## src/include/stl1_pkg.sv

```systemverilog
// Package of the layer-1 line control and status register bank.
// Assumes an 8-bit register port and line-side strobes synchronous to clk.
package stl1_pkg;

	// Register offsets on the host port
	localparam logic [7:0] ADDR_CONF0 = 8'h30;
	localparam logic [7:0] ADDR_STA   = 8'h31;
	localparam logic [7:0] ADDR_CMD   = 8'h32;
	localparam logic [7:0] ADDR_MAINT_CHANNEL_RECEIVE_1 = 8'h33;
	localparam logic [7:0] ADDR_MAINT_CHANNEL_TRANSMIT_1 = 8'h34;
	localparam logic [7:0] ADDR_MAINT_CHANNEL_RECEIVE_2 = 8'h35;
	localparam logic [7:0] ADDR_MAINT_CHANNEL_TRANSMIT_2 = 8'h36;
	localparam logic [7:0] ADDR_MAINT_CHANNEL_RECEIVE_3 = 8'h37;
	localparam logic [7:0] ADDR_MAINT_CHANNEL_TRANSMIT_3 = 8'h38;
	localparam logic [7:0] ADDR_ISTAT = 8'h39;
	localparam logic [7:0] ADDR_MODE  = 8'h3a;
	localparam logic [7:0] ADDR_MASK  = 8'h3b;

	// Values after reset
	localparam logic [7:0] CONF0_RST = 8'h01;
	localparam logic [7:0] STA_RST   = 8'h00;
	localparam logic [7:0] CMD_RST   = 8'h08;
	localparam logic [7:0] MAINT_CHANNEL_TRANSMIT_1_RST = 8'h4f;
	localparam logic [7:0] SQXR_RST  = 8'h00;
	localparam logic [7:0] SQRR_RST  = 8'h00;
	localparam logic [7:0] MASK_RST  = 8'hff;
	localparam logic [3:0] MODE_RST  = 4'h0;

	// Field positions and writable bits
	localparam int         CONF0_SOFTWARE_LAYER1_SELECT  = 3;
	localparam int         CONF0_EXTERNAL_LOOP_SELECT  = 1;
	localparam logic [7:0] CONF0_WMASK = 8'heb;
	localparam int         CMD_TRANSMIT_SIGNAL_FIELD    = 5;
	localparam int         CMD_DCHAN_PRIORITY_CLASS   = 4;
	localparam int         CMD_TRANSMIT_DATA_DISABLE   = 3;
	localparam int         CMD_PD      = 2;
	localparam int         CMD_LPA     = 0;
	localparam logic [7:0] CMD_WMASK   = 8'hfd;
	localparam logic [7:0] DCHAN_PRIORITY_CLASS_MASK  = 8'h10;
	localparam int         STA_RECEIVED_SIGNAL_FIELD    = 6;
	localparam int         STA_SLIP    = 4;
	localparam int         STA_ICV     = 3;
	localparam int         STA_FRAME_LOCK_FLAG    = 2;
	localparam int         STA_LD      = 0;
	localparam int         SQ_MULTIFRAME_LOCK_FLAG     = 7;
	localparam int         SQ_MULTIFRAME_ENABLE     = 6;
	localparam int         IST_LD      = 3;
	localparam int         IST_RIC     = 2;
	localparam int         IST_SQC     = 1;
	localparam int         IST_SQW     = 0;
	localparam int         MODE_DCH    = 3;

	// Operating modes
	localparam logic [2:0] OPM_TE     = 3'b000;
	localparam logic [2:0] OPM_LTT    = 3'b001;
	localparam logic [2:0] OPM_NT     = 3'b010;
	localparam logic [2:0] OPM_LTS    = 3'b011;
	localparam logic [2:0] OPM_INT_NT = 3'b110;
	localparam logic [2:0] OPM_INT_LT = 3'b111;

	// Transmit and receive signal codes
	localparam logic [2:0] TRANSMIT_SIGNAL_FIELD_IDLE   = 3'b000;
	localparam logic [2:0] TRANSMIT_SIGNAL_FIELD_LOW    = 3'b010;
	localparam logic [2:0] TRANSMIT_SIGNAL_FIELD_HIGH   = 3'b011;
	localparam logic [2:0] TRANSMIT_SIGNAL_FIELD_CONT   = 3'b100;
	localparam logic [2:0] TRANSMIT_SIGNAL_FIELD_SINGLE = 3'b101;
	localparam logic [1:0] RECEIVED_SIGNAL_FIELD_IDLE   = 2'b00;
	localparam logic [1:0] RECEIVED_SIGNAL_FIELD_OTHER  = 2'b01;
	localparam logic [1:0] RECEIVED_SIGNAL_FIELD_INFO2  = 2'b10;
	localparam logic [1:0] RECEIVED_SIGNAL_FIELD_HIGH   = 2'b11;

	// Multiframe layout: five subchannels, four bits each
	localparam logic [2:0] SUB_LAST = 3'd5;
	localparam logic [1:0] BIT_LAST = 2'd3;
	localparam logic [2:0] SUB_FIRST = 3'd1;

	typedef enum logic {ST_STRAP, ST_RUN} stl1_state_t;

	function automatic logic isTeSide(input logic [2:0] m);
		return (m == OPM_TE) || (m == OPM_LTT);
	endfunction

	function automatic logic isIntNt(input logic [2:0] m);
		return (m == OPM_INT_NT) || (m == OPM_INT_LT);
	endfunction

	function automatic logic isNtSide(input logic [2:0] m);
		return (m == OPM_NT) || (m == OPM_LTS) || isIntNt(m);
	endfunction

endpackage

```

## src/rtl/stl1_mf_counter.sv

```systemverilog
// Multiframe position tracker: frame to subchannel and bit slot.
// Assumes frameStrobe pulses once per line frame and mfStart marks frame 1.
`timescale 1ns/10ps
module stl1_mf_counter
	import stl1_pkg::*;
(
	input  wire logic       clk,
	input  wire logic       rst_n,
	input  wire logic       frameStrobe,
	input  wire logic       mfStart,
	output logic [2:0]      curSub,
	output logic [1:0]      curBit,
	output logic            curLast,
	output logic [2:0]      nextSub,
	output logic [1:0]      nextBit
);

	logic [2:0] sub_ff;
	logic [1:0] bit_ff;
	logic [2:0] nxt_sub;
	logic [1:0] nxt_bit;

	// Multiframe alignment overrides the running count
	assign curSub  = mfStart ? SUB_FIRST : sub_ff;
	assign curBit  = mfStart ? 2'd0 : bit_ff;
	assign curLast = (curSub == SUB_LAST) && (curBit == BIT_LAST);
	assign nxt_sub = (curSub == SUB_LAST) ? SUB_FIRST : curSub + 3'd1;
	assign nxt_bit = (curSub == SUB_LAST) ? curBit + 2'd1 : curBit;
	assign nextSub = sub_ff;
	assign nextBit = bit_ff;

	always_ff @(posedge clk or negedge rst_n) begin
		if (!rst_n) begin
			sub_ff <= SUB_FIRST;
			bit_ff <= 2'd0;
		end else if (frameStrobe) begin
			sub_ff <= nxt_sub;
			bit_ff <= nxt_bit;
		end
	end

endmodule

```

## src/rtl/stl1_line_regs.sv

```systemverilog
// Layer-1 line control and status registers with maintenance channel.
// Assumes synchronous line-side inputs and a one-cycle-strobe host port.
// Operation
// - Status register matters to software only when software layer 1 selected.
// - Received signal field: 00 idle, 01 other, 10 TE second, 11 top.
// - Status bits show frame lock, slip and code violation as ones.
// - Line activity bit is zero without receive signal, one with.
// - Command writes only with software layer 1; priority also in smart NT; output and readback show that bit only with software layer 1.
// - Transmit field 000, 010, 011 select idle, low and top signals.
// - Codes 100 and 101 send continuous and single test pulses.
// - Priority bit zero selects class 1, one selects class 2.
// - TE with data disable sending top signal forces B and D to ones.
// - Power-down bit one powers down, zero returns to operation.
// - Loop bit closes analog loop, internal or external per config bit.
// - Multiframe lock bit reads one when locked to auxiliary framing.
// - Multiframe enable switches structure; mirrored in first receive register.
// - Subchannel 1 uses frames 1, 6, 11, 16 both directions.
// - Subchannels 2 and 3 use frames 2..17 and 3..18, TE receive.
// - Subchannels 4, 5 in frames 4..19, 5..20; NT send, TE receive.
// - Line activity interrupt bit stays one while signal present.
// - Signal change interrupt on field or violation change; status read clears.
// - Received maintenance change raises interrupt; matching register read clears.
// - Writable interrupt each multiframe; maintenance transmit write clears.
// - Mask bit zero enables, one suppresses; mask resets to all ones.
// - Inhibit bit XOR pin inverts echo bits in NT-side modes.
// - Mode field decodes six modes; two low bits loaded from straps.
// - Software layer 1 select disables internal activation state machine.
//
// The address-and-strobe port is this design's own decision.
`timescale 1ns/10ps
module stl1_line_regs
	import stl1_pkg::*;
(
	input  wire logic       clk,
	input  wire logic       rst_n,
	input  wire logic [7:0] regAddr,
	input  wire logic [7:0] regWrData,
	input  wire logic       regWrStb,
	input  wire logic       regRdStb,
	output logic [7:0]      regRdData,
	input  wire logic       detInfo0,
	input  wire logic       detInfo2,
	input  wire logic       detInfoHigh,
	input  wire logic       rxCodeViol,
	input  wire logic       rxFrameLock,
	input  wire logic       rxSlip,
	input  wire logic       rxLevel,
	input  wire logic       rxMfLock,
	input  wire logic       frameStrobe,
	input  wire logic       mfStart,
	input  wire logic       rxAuxBit,
	input  wire logic [2:0] smXmitCode,
	input  wire logic       smDprio,
	input  wire logic       smTddis,
	input  wire logic       smPowerDown,
	input  wire logic       smLoop,
	input  wire logic [1:0] strapMode,
	input  wire logic       dchanInhibitPin,
	output logic [2:0]      txSignalCode,
	output logic            contPulseTest,
	output logic            singlePulseTest,
	output logic            txDataForceOne,
	output logic            dchanPriority,
	output logic            powerDown,
	output logic            analogLoopClose,
	output logic            externalLoop,
	output logic            swLayer1,
	output logic            multiframeOn,
	output logic            txAuxBit,
	output logic            txAuxValid,
	output logic            echoInvert,
	output logic [2:0]      operatingSelect,
	output logic            transceiverIrq
);

	stl1_state_t state_ff;
	logic [7:0]  conf0_ff;
	logic [7:0]  sta_ff;
	logic [7:0]  cmd_ff;
	logic [7:0]  sqx1_ff;
	logic [7:0]  sqx2_ff;
	logic [7:0]  sqx3_ff;
	logic [3:0]  sqr1_ff;
	logic [7:0]  sqr2_ff;
	logic [7:0]  sqr3_ff;
	logic [19:0] rxShadow_ff;
	logic [2:0]  sqcPend_ff;
	logic        ric_ff;
	logic        sqw_ff;
	logic        ldIst_ff;
	logic [7:0]  mask_ff;
	logic [3:0]  mode_ff;
	logic        dchWritten_ff;
	logic [7:0]  rdData_ff;
	logic [2:0]  txCode_ff;
	logic        contPulse_ff;
	logic        singlePulse_ff;
	logic        forceOne_ff;
	logic        dchan_priority_class_ff;
	logic        pd_ff;
	logic        loop_ff;
	logic        exLoop_ff;
	logic        mfOn_ff;
	logic        auxBit_ff;
	logic        auxValid_ff;
	logic        echoInv_ff;
	logic        irq_ff;

	logic [2:0]  curSub;
	logic [1:0]  curBit;
	logic        curLast;
	logic [2:0]  nextSub;
	logic [1:0]  nextBit;

	stl1_mf_counter u_mf (
		.clk         (clk),
		.rst_n       (rst_n),
		.frameStrobe (frameStrobe),
		.mfStart     (mfStart),
		.curSub      (curSub),
		.curBit      (curBit),
		.curLast     (curLast),
		.nextSub     (nextSub),
		.nextBit     (nextBit)
	);

	// Address decode
	wire wrConf0 = regWrStb && (regAddr == ADDR_CONF0);
	wire wrCmd   = regWrStb && (regAddr == ADDR_CMD);
	wire wrSqx1  = regWrStb && (regAddr == ADDR_MAINT_CHANNEL_TRANSMIT_1);
	wire wrSqx2  = regWrStb && (regAddr == ADDR_MAINT_CHANNEL_TRANSMIT_2);
	wire wrSqx3  = regWrStb && (regAddr == ADDR_MAINT_CHANNEL_TRANSMIT_3);
	wire wrMode  = regWrStb && (regAddr == ADDR_MODE);
	wire wrMask  = regWrStb && (regAddr == ADDR_MASK);
	wire rdSta   = regRdStb && (regAddr == ADDR_STA);
	wire rdSqr1  = regRdStb && (regAddr == ADDR_MAINT_CHANNEL_RECEIVE_1);
	wire rdSqr2  = regRdStb && (regAddr == ADDR_MAINT_CHANNEL_RECEIVE_2);
	wire rdSqr3  = regRdStb && (regAddr == ADDR_MAINT_CHANNEL_RECEIVE_3);

	wire [2:0] opMode  = mode_ff[2:0];
	wire       software_layer1_select    = conf0_ff[CONF0_SOFTWARE_LAYER1_SELECT];
	wire       teSide  = isTeSide(opMode);
	wire       ntSide  = isNtSide(opMode);
	wire       multiframe_enable    = sqx1_ff[SQ_MULTIFRAME_ENABLE];

	// Received signal encoding; the second signal is reserved on the NT side
	wire [1:0] rinfNow = detInfoHigh ? RECEIVED_SIGNAL_FIELD_HIGH :
		(detInfo2 && teSide) ? RECEIVED_SIGNAL_FIELD_INFO2 :
		detInfo0 ? RECEIVED_SIGNAL_FIELD_IDLE : RECEIVED_SIGNAL_FIELD_OTHER;
	wire [7:0] staNow  = {rinfNow, 1'b0, rxSlip, rxCodeViol, rxFrameLock,
		1'b0, rxLevel};
	wire       ricSet  = (staNow[7:6] != sta_ff[7:6])
		|| (staNow[STA_ICV] != sta_ff[STA_ICV]);

	// Command view: host-owned with software layer 1, else internal machine
	wire [7:0] cmdSm   = {smXmitCode, smDprio, smTddis, smPowerDown, 1'b0, smLoop};
	wire [7:0] cmdView = software_layer1_select ? cmd_ff : cmdSm;
	wire       cmdAll  = wrCmd && software_layer1_select;
	wire       cmdPrio = wrCmd && !software_layer1_select && isIntNt(opMode);
	wire [7:0] nxt_cmd = cmdAll ? (regWrData & CMD_WMASK) :
		cmdPrio ? ((cmd_ff & ~DCHAN_PRIORITY_CLASS_MASK) | (regWrData & DCHAN_PRIORITY_CLASS_MASK)) : cmd_ff;

	// Maintenance channel receive: position within the 20-bit shadow
	wire [4:0] slot    = 5'(5'd19 - 5'(({2'b00, curSub} - 5'd1) * 5'd4)
		- {3'b000, curBit});
	wire       rxAllow = (curSub == SUB_FIRST) || teSide;
	wire       rxTake  = frameStrobe && multiframe_enable && rxMfLock && rxAllow;
	wire [19:0] nxt_shadow = rxTake ? (rxShadow_ff | (20'h00001 << slot)) &
		~(rxAuxBit ? 20'h00000 : (20'h00001 << slot)) : rxShadow_ff;
	wire       commit  = frameStrobe && curLast && multiframe_enable && rxMfLock;
	wire [2:0] sqChg   = {nxt_shadow[7:0] != sqr3_ff,
		nxt_shadow[15:8] != sqr2_ff,
		nxt_shadow[19:16] != sqr1_ff} & {teSide, teSide, 1'b1};

	// Transmit bit for the next frame slot
	function automatic logic pickTx(input logic [2:0] s, input logic [1:0] b,
		input logic [7:0] x1, input logic [7:0] x2, input logic [7:0] x3);
		logic [19:0] all;
		all = {x1[3:0], x2, x3};
		return all[5'(5'd19 - 5'(({2'b00, s} - 5'd1) * 5'd4) - {3'b000, b})];
	endfunction

	wire       txAllow = (nextSub == SUB_FIRST) || ntSide;
	wire [3:0] istat   = {ldIst_ff, ric_ff, |sqcPend_ff, sqw_ff};
	wire       dchRead = dchWritten_ff ? mode_ff[MODE_DCH] : dchanInhibitPin;

	// Read multiplexer; unmapped offsets read as zero
	wire [7:0] rdMux =
		(regAddr == ADDR_CONF0) ? conf0_ff :
		(regAddr == ADDR_STA)   ? sta_ff :
		(regAddr == ADDR_CMD)   ? cmdView :
		(regAddr == ADDR_MAINT_CHANNEL_RECEIVE_1) ? {rxMfLock, multiframe_enable, 2'b00, sqr1_ff} :
		(regAddr == ADDR_MAINT_CHANNEL_TRANSMIT_1) ? sqx1_ff :
		(regAddr == ADDR_MAINT_CHANNEL_RECEIVE_2) ? sqr2_ff :
		(regAddr == ADDR_MAINT_CHANNEL_TRANSMIT_2) ? sqx2_ff :
		(regAddr == ADDR_MAINT_CHANNEL_RECEIVE_3) ? sqr3_ff :
		(regAddr == ADDR_MAINT_CHANNEL_TRANSMIT_3) ? sqx3_ff :
		(regAddr == ADDR_ISTAT) ? {4'h0, istat} :
		(regAddr == ADDR_MODE)  ? {4'h0, dchRead, opMode} :
		(regAddr == ADDR_MASK)  ? mask_ff : 8'h00;

	// Straps are caught one edge after reset release, never by the reset itself
	always_ff @(posedge clk or negedge rst_n) begin
		if (!rst_n) begin
			state_ff      <= ST_STRAP;
			mode_ff       <= MODE_RST;
			dchWritten_ff <= 1'b0;
		end else begin
			unique case (state_ff)
				ST_STRAP: begin
					mode_ff  <= {2'b00, strapMode};
					state_ff <= ST_RUN;
				end
				ST_RUN: begin
					if (wrMode) begin
						mode_ff       <= regWrData[3:0];
						dchWritten_ff <= 1'b1;
					end
				end
			endcase
		end
	end

	always_ff @(posedge clk or negedge rst_n) begin
		if (!rst_n) begin
			conf0_ff <= CONF0_RST;
			cmd_ff   <= CMD_RST;
			sqx1_ff  <= MAINT_CHANNEL_TRANSMIT_1_RST;
			sqx2_ff  <= SQXR_RST;
			sqx3_ff  <= SQXR_RST;
			mask_ff  <= MASK_RST;
		end else begin
			conf0_ff <= wrConf0 ? (regWrData & CONF0_WMASK) : conf0_ff;
			cmd_ff   <= nxt_cmd;
			sqx1_ff  <= wrSqx1 ? {1'b0, regWrData[6], 2'b00, regWrData[3:0]} : sqx1_ff;
			sqx2_ff  <= wrSqx2 ? regWrData : sqx2_ff;
			sqx3_ff  <= wrSqx3 ? regWrData : sqx3_ff;
			mask_ff  <= wrMask ? regWrData : mask_ff;
		end
	end

	// Status snapshot, receive registers and interrupt sources; set beats clear
	always_ff @(posedge clk or negedge rst_n) begin
		if (!rst_n) begin
			sta_ff      <= STA_RST;
			ric_ff      <= 1'b0;
			ldIst_ff    <= 1'b0;
			rxShadow_ff <= 20'h00000;
			sqr1_ff     <= SQRR_RST[3:0];
			sqr2_ff     <= SQRR_RST;
			sqr3_ff     <= SQRR_RST;
			sqcPend_ff  <= 3'b000;
			sqw_ff      <= 1'b0;
		end else begin
			sta_ff      <= staNow;
			ric_ff      <= ricSet || (ric_ff && !rdSta);
			ldIst_ff    <= rxLevel;
			rxShadow_ff <= nxt_shadow;
			if (commit) begin
				sqr1_ff <= nxt_shadow[19:16];
				if (teSide) begin
					sqr2_ff <= nxt_shadow[15:8];
					sqr3_ff <= nxt_shadow[7:0];
				end
			end
			sqcPend_ff <= (commit ? sqChg : 3'b000)
				| (sqcPend_ff & ~{rdSqr3, rdSqr2, rdSqr1});
			sqw_ff <= (commit && multiframe_enable) ||
				(sqw_ff && !(wrSqx1 || wrSqx2 || wrSqx3));
		end
	end

	// Registered outputs toward the line and the host
	always_ff @(posedge clk or negedge rst_n) begin
		if (!rst_n) begin
			rdData_ff      <= 8'h00;
			txCode_ff      <= TRANSMIT_SIGNAL_FIELD_IDLE;
			contPulse_ff   <= 1'b0;
			singlePulse_ff <= 1'b0;
			forceOne_ff    <= 1'b0;
			dchan_priority_class_ff       <= 1'b0;
			pd_ff          <= 1'b0;
			loop_ff        <= 1'b0;
			exLoop_ff      <= 1'b0;
			mfOn_ff        <= 1'b0;
			auxBit_ff      <= 1'b1;
			auxValid_ff    <= 1'b0;
			echoInv_ff     <= 1'b0;
			irq_ff         <= 1'b0;
		end else begin
			rdData_ff      <= regRdStb ? rdMux : 8'h00;
			txCode_ff      <= cmdView[7:5];
			contPulse_ff   <= cmdView[7:5] == TRANSMIT_SIGNAL_FIELD_CONT;
			singlePulse_ff <= cmdView[7:5] == TRANSMIT_SIGNAL_FIELD_SINGLE;
			forceOne_ff    <= (opMode == OPM_TE) && cmdView[CMD_TRANSMIT_DATA_DISABLE]
				&& (cmdView[7:5] == TRANSMIT_SIGNAL_FIELD_HIGH);
			dchan_priority_class_ff       <= cmdView[CMD_DCHAN_PRIORITY_CLASS];
			pd_ff          <= cmdView[CMD_PD];
			loop_ff        <= cmdView[CMD_LPA];
			exLoop_ff      <= conf0_ff[CONF0_EXTERNAL_LOOP_SELECT];
			mfOn_ff        <= multiframe_enable;
			auxBit_ff      <= pickTx(nextSub, nextBit, sqx1_ff, sqx2_ff, sqx3_ff);
			auxValid_ff    <= multiframe_enable && txAllow;
			echoInv_ff     <= ntSide && (mode_ff[MODE_DCH] ^ dchanInhibitPin);
			irq_ff         <= |(istat & ~mask_ff[3:0]);
		end
	end

	assign regRdData       = rdData_ff;
	assign txSignalCode    = txCode_ff;
	assign contPulseTest   = contPulse_ff;
	assign singlePulseTest = singlePulse_ff;
	assign txDataForceOne  = forceOne_ff;
	assign dchanPriority   = dchan_priority_class_ff;
	assign powerDown       = pd_ff;
	assign analogLoopClose = loop_ff;
	assign externalLoop    = exLoop_ff;
	assign swLayer1        = software_layer1_select;
	assign multiframeOn    = mfOn_ff;
	assign txAuxBit        = auxBit_ff;
	assign txAuxValid      = auxValid_ff;
	assign echoInvert      = echoInv_ff;
	assign operatingSelect = opMode;
	assign transceiverIrq  = irq_ff;
endmodule

```

## config.mk

```make
export PLATFORM = sky130hd
export DESIGN_NAME = stl1_line_regs
export DESIGN_NICKNAME = d
export VERILOG_FILES = /design/src/include/stl1_pkg.sv /design/src/rtl/stl1_mf_counter.sv /design/src/rtl/stl1_line_regs.sv
export SDC_FILE = /design/constraint.sdc
export NUM_CORES = 1
export LEC_CHECK = 0
export ABC_AREA = 1
export BUFFER_PORTS_ARGS = -buffer_cell sky130_fd_sc_hd__buf_2
export CELL_PAD_IN_SITES_DETAIL_PLACEMENT = 0
export CELL_PAD_IN_SITES_GLOBAL_PLACEMENT = 1
export CORE_ASPECT_RATIO = 1.25
export CORE_MARGIN = 2
export CORE_UTILIZATION = 34
export CTS_CLUSTER_DIAMETER = 50
export DETAILED_ROUTE_END_ITERATION = 16
export PLACE_DENSITY = 0.69
export SLEW_MARGIN = 20
export SYNTH_ARGS = -nofsm -noshare
export SYNTH_HDL_FRONTEND = slang
export SYNTH_SLANG_ARGS = --single-unit
```

## constraint.sdc

```tcl
create_clock -name clk -period 6.3 [get_ports clk]
set_clock_uncertainty 0.15 [all_clocks]
set_input_delay 0.945 -clock clk [delete_from_list [all_inputs] [get_ports clk]]
set_output_delay 0.945 -clock clk [all_outputs]
set_load 0.01 [all_outputs]
```

Yosys cells after proc, flatten, opt, wreduce, memory -nomap -nowiden
Index checks and enable logic that the tools add are counted.
- bitwise operators: 12
- divide/modulo/power cells: 0
- equality and inequality tests: 30
- multipliers: 0
- $add $sub $neg: 8
- reduce and logical (&&, ||, !) cells: 49
- magnitude comparators: 1
- multiplexer cells: 31
- shift operators: 1
- operators with widths (operator ; number):
    8-bit two-way mux ; 16
    8-bit by 6-bit == test with 1-bit output (second input constant) ; 12
    20-bit two-way mux ; 2
    1-bit logical AND ; 29
    20-bit bitwise AND ; 1
    20-bit inverter ; 1
    20-bit bitwise OR ; 1
    1-bit by 5-bit left shift with 20-bit output (first input constant) ; 1
    8-bit inequality test ; 2
    3-bit == test (second input constant) ; 5
    1-bit logical OR ; 11
    5-bit by 2-bit subtractor with 5-bit output ; 2
    5-bit subtractor (first input constant) ; 2
    3-bit by 1-bit == test with 1-bit output (second input constant) ; 3
    3-bit by 2-bit == test with 1-bit output (second input constant) ; 3
    3-bit two-way mux ; 3
    2-bit two-way mux ; 4
    8-bit by 5-bit bitwise OR with 8-bit output ; 1
    4-bit one-hot mux with 2 select lines ; 1
    3-bit bitwise AND ; 2
    5-bit by 6-bit < comparator with 1-bit output (second input constant) ; 1
    3-bit by 1-bit subtractor with 3-bit output (second input constant) ; 2
    1-bit binary-select mux with 5-bit select ; 1
    4-bit bitwise AND ; 1
    other kinds (20) ; 25
- word-level logic and storage cells: 166
- bits in writable memories: 0
- output and inout port bits: 27
- input bits: 41
- register bits: 129
- bits in latches: 0
- ROM bits: 0
- memories kept: 0

Longest topological paths before layout
- depth in word-level cells: 14
- mapped depth: 20
- gate-level depth less buffers: 20

By module
A second synthesis with hierarchy kept.
- cells, all modules: 889
- area, all modules: 6690.2 µm²
- by module, submodules not included (module ; cells each ; area each (µm²) ; times used ; sequential area each (µm²)):
    stl1_line_regs ; 846 ; 6366.1 ; 1 ; 3072.9
    stl1_mf_counter ; 43 ; 324.1 ; 1 ; 126.4

Least setup slack after synthesis
Ideal clock, no wire load.
- kind: input port to flip-flop
- start: input mfStart
- end: register sqcPend_ff[1]
- cell stages on the path: 18
- data required time: 6.029 ns
- path buffers: 1
- setup time: 0.121 ns
- path slack: 3.403 ns
- arrival time: 2.627 ns
- cells stage by stage: nor2_4 inv_1 ha_1 inv_1 nand2_1 nand2_1 nand3_1 nand2_4 buf_6 nand4_2 nand2_2 nand2_1 nand2_1 nand2_1 nor2_1 nand2_1 nand2_1 nand2_1
- word-level cells in the longest chain between the ends: 13
- elaborated cells between the ends (all ways): 24
- classes of those cells: 3 x add/sub; 4 x eq/ne; 1 x shift; 5 x mux; 5 x bitwise; 6 x reduce/logical
- RTL lines (what ; line ; RTL):
    from (decl) ; stl1_line_regs.sv:50 ; input wire logic mfStart,
    3-bit two-way mux ; stl1_mf_counter.sv:24 ; assign curSub = mfStart ? SUB_FIRST : sub_ff;
    3-bit by 1-bit subtractor with 3-bit output ; stl1_line_regs.sv:164 ; wire [4:0] slot = 5'(5'd19 - 5'(({2'b00, curSub} - 5'd1) * 5'd4)
    5-bit subtractor ; stl1_line_regs.sv:164 ;
    5-bit by 2-bit subtractor with 5-bit output ; stl1_line_regs.sv:165 ; - {3'b000, curBit});
    1-bit by 5-bit left shift with 20-bit output ; stl1_line_regs.sv:168, stl1_line_regs.sv:169 ;
    20-bit two-way mux ; stl1_line_regs.sv:169 ; ~(rxAuxBit ? 20'h00000 : (20'h00001 << slot)) : rxShadow_ff;
    20-bit inverter ; stl1_line_regs.sv:169 ;
    20-bit bitwise AND ; stl1_line_regs.sv:168 ; wire [19:0] nxt_shadow = rxTake ? (rxShadow_ff | (20'h00001 << slot)) &
    20-bit two-way mux ; stl1_line_regs.sv:168 ;
    8-bit inequality test ; stl1_line_regs.sv:172 ; nxt_shadow[15:8] != sqr2_ff,
    3-bit bitwise AND ; stl1_line_regs.sv:173 ; nxt_shadow[19:16] != sqr1_ff} & {teSide, teSide, 1'b1};
    3-bit two-way mux * ; stl1_line_regs.sv:266 ; sqcPend_ff <= (commit ? sqChg : 3'b000)
    3-bit bitwise OR * ; stl1_line_regs.sv:267 ; | (sqcPend_ff & ~{rdSqr3, rdSqr2, rdSqr1});
    to (signal assigned) ; stl1_line_regs.sv:266 ;
    to (decl) ; stl1_line_regs.sv:87 ; logic [2:0] sqcPend_ff;
Every way passes the cells marked *; elsewhere a longest branch is shown, timed or not.
A chain may end at the register's enable or synchronous reset.

Worst setup path in the final report
- start: register u_mf.sub_ff[1] (netlist: u_mf.nextSub[1])
- end: register sqcPend_ff[2]
- word-level cells in the longest chain between the ends: 13
- elaborated cells between the ends (all ways): 22
- classes of those cells: 3 x add/sub; 3 x eq/ne; 1 x shift; 4 x mux; 5 x bitwise; 6 x reduce/logical
- RTL lines (what ; line ; RTL):
    from (decl) ; stl1_mf_counter.sv:18 ; logic [2:0] sub_ff;
    from (signal assigned) ; stl1_mf_counter.sv:37 ; sub_ff <= nxt_sub;
    3-bit two-way mux * ; stl1_mf_counter.sv:24 ;
    3-bit by 1-bit subtractor with 3-bit output ; stl1_line_regs.sv:164 ;
    5-bit subtractor ; stl1_line_regs.sv:164 ;
    5-bit by 2-bit subtractor with 5-bit output ; stl1_line_regs.sv:165 ;
    1-bit by 5-bit left shift with 20-bit output ; stl1_line_regs.sv:168, stl1_line_regs.sv:169 ;
    20-bit two-way mux ; stl1_line_regs.sv:169 ;
    20-bit inverter ; stl1_line_regs.sv:169 ;
    20-bit bitwise AND ; stl1_line_regs.sv:168 ;
    20-bit two-way mux ; stl1_line_regs.sv:168 ;
    8-bit inequality test ; stl1_line_regs.sv:171 ; wire [2:0] sqChg = {nxt_shadow[7:0] != sqr3_ff,
    3-bit bitwise AND ; stl1_line_regs.sv:173 ;
    3-bit two-way mux * ; stl1_line_regs.sv:266 ;
    3-bit bitwise OR * ; stl1_line_regs.sv:267 ;
Marked as above.

==> results.md <==
* Status: completed
* Routed WL per cell at 15.7 um
* Post-synthesis instance area at 0.00684 mm^2
* Distinct cells, synth at 45
* H-Tree Depth at 4
* Routed wl met3 at 533 um
* Total power at 2120 uW
* RePlAce Congestion at 0.856
* Post CTS Setup Buffer Count at 0
* Commonest non-fill, non-tap cells in the layout: nand2_1, inv_1, dfrtp_1
* Top_reg_cell synth: dfrtp_1
* Max_cap viols at 0
* Layout area overhead at 17.0%
* VDD IR-drop max at 0.000165 V
* Pre-antenna DRT Iters at 5
* Seq/Total Area, Yosys at 0.468
* Fin. Hold Viols at 0
* Hold_ws at 0.295 ns
* Drt drc at 0
* GRT overflow at 0
* Worst EP arrival at 3.32 ns
* Max-Slew Margin vs Limit at 0.413
* Worst Tran Pin Value at 0.879 ns
* Synth warn at 0
* Post-synth EDFFs at 0
* Initial DRC count at 319
* Worst path required time at 6.46 ns
* GRT Resource Usage Total at 0.198
* Clock-pin slew on the worst setup and hold paths at 0.06 ns
* PostCTS Resize Cnt at 0
* CP Capture Type: flip-flop
* Met1 Wirelength at 8450 um
* Vias at 5793
* Share of flip-flops with an asynchronous set or reset at 1.00
* Final period utilization at 0.502
* Number of hold buffers added after CTS at 0
* Total clock buffers created by CTS at 17
* Routed vias/inst at 4.68
* Global-route wire length before repair at 31500 um
* Clk_lat worst skew at 0.43 ns
* Final setup viols at 0
* Commonest non-fill, non-tap cell in the layout: nand2_1
* Leak at 0.00404 uW
* Antenna violations before repair at 0
* Largest net degree at the start of global routing at 81
* Detailed Place HPWL at 14900 um
* Period minus WS final at 3.16 ns
* P per Cell Area at 265 mW/mm^2
* Num ports at 68
* Synthesized area per cell at 7.68 um^2
* Highest metal layer with signal wires: met4
* Chip Width at 131 um
* Startpoint Class: flip-flop
* Vias in the first global route at 5762
* # clock sinks at 127
* Cells after Synth at 890
* CTS tree: built
* HP Class: reg -> reg
* Total die area at 0.0213 mm^2
* Site Rows at 58
* WS Path Type: reg -> reg
* Number of synthesized register bits at 127
* Setup TNS at 0 ns
* Antenna violation net count after detailed routing at 0
* Ant. Diodes at 0
* Die height at 163 um
* Layout cells sized above 1 at 0.154
* Starting Density at 0.343
* Met2 routed WL at 9760 um
* Final #Nets at 1009
* Syn_nets at 943
* Clock Tree Root: clkbuf_16
* Final count of pins violating max slew at 0
* CP Max Fanout at 24
* Final wirelength at 19400 um
* Core area at 0.0200 mm^2
* Unrepaired setup endpoints after global routing: false
* F_max at 316 MHz
* Buffers added on ports at 67
* Clk buf depth at 2
==> cells in the mapped netlist (2+ instances only) <==
cell type / instances / area share
ha_1: 12 / 0.022
o21ai_0: 93 / 0.068
nor3_1: 4 / 0.0029
nor3b_1: 2 / 0.0022
buf_2: 2 / 0.0015
clkbuf_1: 12 / 0.0066
o21bai_1: 8 / 0.0088
nand2_1: 264 / 0.14
buf_6: 4 / 0.0066
o211ai_1: 4 / 0.0044
xor2_1: 7 / 0.0090
nand4_1: 19 / 0.017
buf_4: 3 / 0.0033
nand2_2: 6 / 0.0055
nor2_2: 2 / 0.0018
a22oi_1: 2 / 0.0022
nor2_4: 2 / 0.0033
o21bai_2: 6 / 0.0099
a21oi_1: 19 / 0.014
nand2_4: 4 / 0.0066
o22ai_1: 8 / 0.0073
nand4_2: 3 / 0.0055
or2_2: 4 / 0.0037
dfstp_2: 17 / 0.065
nand3_1: 44 / 0.032
inv_2: 2 / 0.0011
o21ai_1: 6 / 0.0044
xnor2_1: 5 / 0.0064
nor2_1: 56 / 0.031
o221ai_1: 5 / 0.0064
inv_1: 142 / 0.078
dfrtp_1: 110 / 0.40
==> logic make-up after synthesis <==
| family | count (synthesis) | synth area share |
|---|---|---|
| xor+xnor | 12 | 0.0154 |
| other cells | 1 | 0.000549 |
| compound gates | 157 | 0.133 |
| flops | 127 | 0.468 |
| simple gates | 414 | 0.262 |
| fa+ha+maj | 12 | 0.0220 |
| mux | 1 | 0.00146 |
| buf+inv | 166 | 0.0976 |
==> per-layer routing <==
layer | global-route usage | vias up
li1 | - | 2962
met1 | 0.244 | 2693
met2 | 0.334 | 104
met3 | 0.0361 | 34
met4 | 0.0885 | 0
met5 | 0 | -
==> where the power goes <==
part	leakage (uW)	switching, uW	internal, uW
Clock	0.000285	394	598
Sequential	0.00162	24.2	851
Combinational	0.00213	176	74.3
==> path summary, 6_finish.rpt <==
check | to | from | depth (start not counted) | slack (ns)
min in group asynchronous | sqx2_ff[5]$_DFFE_PN0P_ | rst_n | 1 | 0.39
min | externalLoop$_DFF_PN0_ | conf0_ff[1]$_DFFE_PN0P_ | 0 | 0.29
max in group asynchronous | conf0_ff[7]$_DFFE_PN0P_ | rst_n | 2 | 4.52
min reg2reg | externalLoop$_DFF_PN0_ | conf0_ff[1]$_DFFE_PN0P_ | 0 | 0.29
max | sqcPend_ff[2]$_DFF_PN0_ | u_mf.nextSub[1]$_DFFE_PN0P_ | 18 | 3.14
max reg2reg | sqcPend_ff[2]$_DFF_PN0_ | u_mf.nextSub[1]$_DFFE_PN0P_ | 18 | 3.14
==> flip-flops by register name, summed over array words and instances, names as in the netlist, 2 cells and up <==
name and cells:
cmd_ff 7, conf0_ff 6, mask_ff 8, mode_ff 4
regRdData 8, rxShadow_ff 20, sqcPend_ff 3, sqr1_ff 4
sqr2_ff 8, sqr3_ff 8, sqx1_ff 5, sqx2_ff 8
sqx3_ff 8, sta_ff 6, txSignalCode 3, u_mf.nextBit 2
u_mf.nextSub 3
==> area by class of cell <==
type | instances | area (um^2)
flip-flops and latches | 127 | 3200
repair buffers | 68 | 349
clock inverters | 14 | 156
clock buffers | 18 | 439
well taps | 270 | 338
inverters | 145 | 544
multi-input cells | 597 | 2970
fillers | 2131 | 12000
==> worst max-delay path, stage by stage, from the launching register on <==
cell and delay (ns):
dfrtp_1 0.37, clkinv_1 0.30, nor2_4 0.27, inv_1 0.15, ha_1 0.36, inv_1 0.09
nand2_1 0.05, nand2_1 0.09, nand3_1 0.12, nand2_4 0.28, nand4_1 0.17, nand2_1 0.16
nand2_1 0.06, nand2_1 0.05, nand2_1 0.06, nor2_1 0.13, nand2_1 0.07, nand2_1 0.06
nand2_1 0.05
==> per-stage QoR <==
stage,utilization,area [um^2],std cells,setup slack [ns]
5_1_grt,0.401,8000,1239,2.74
2_1_floorplan,-,6840,890,3.40
3_5_place_dp,0.371,7400,1207,2.70
6_report,0.401,8000,1239,3.14
4_1_cts,0.401,8000,1239,3.14
3_3_place_gp,0.371,7400,1207,2.81
Note: power is estimated with default switching activity, not from simulation.
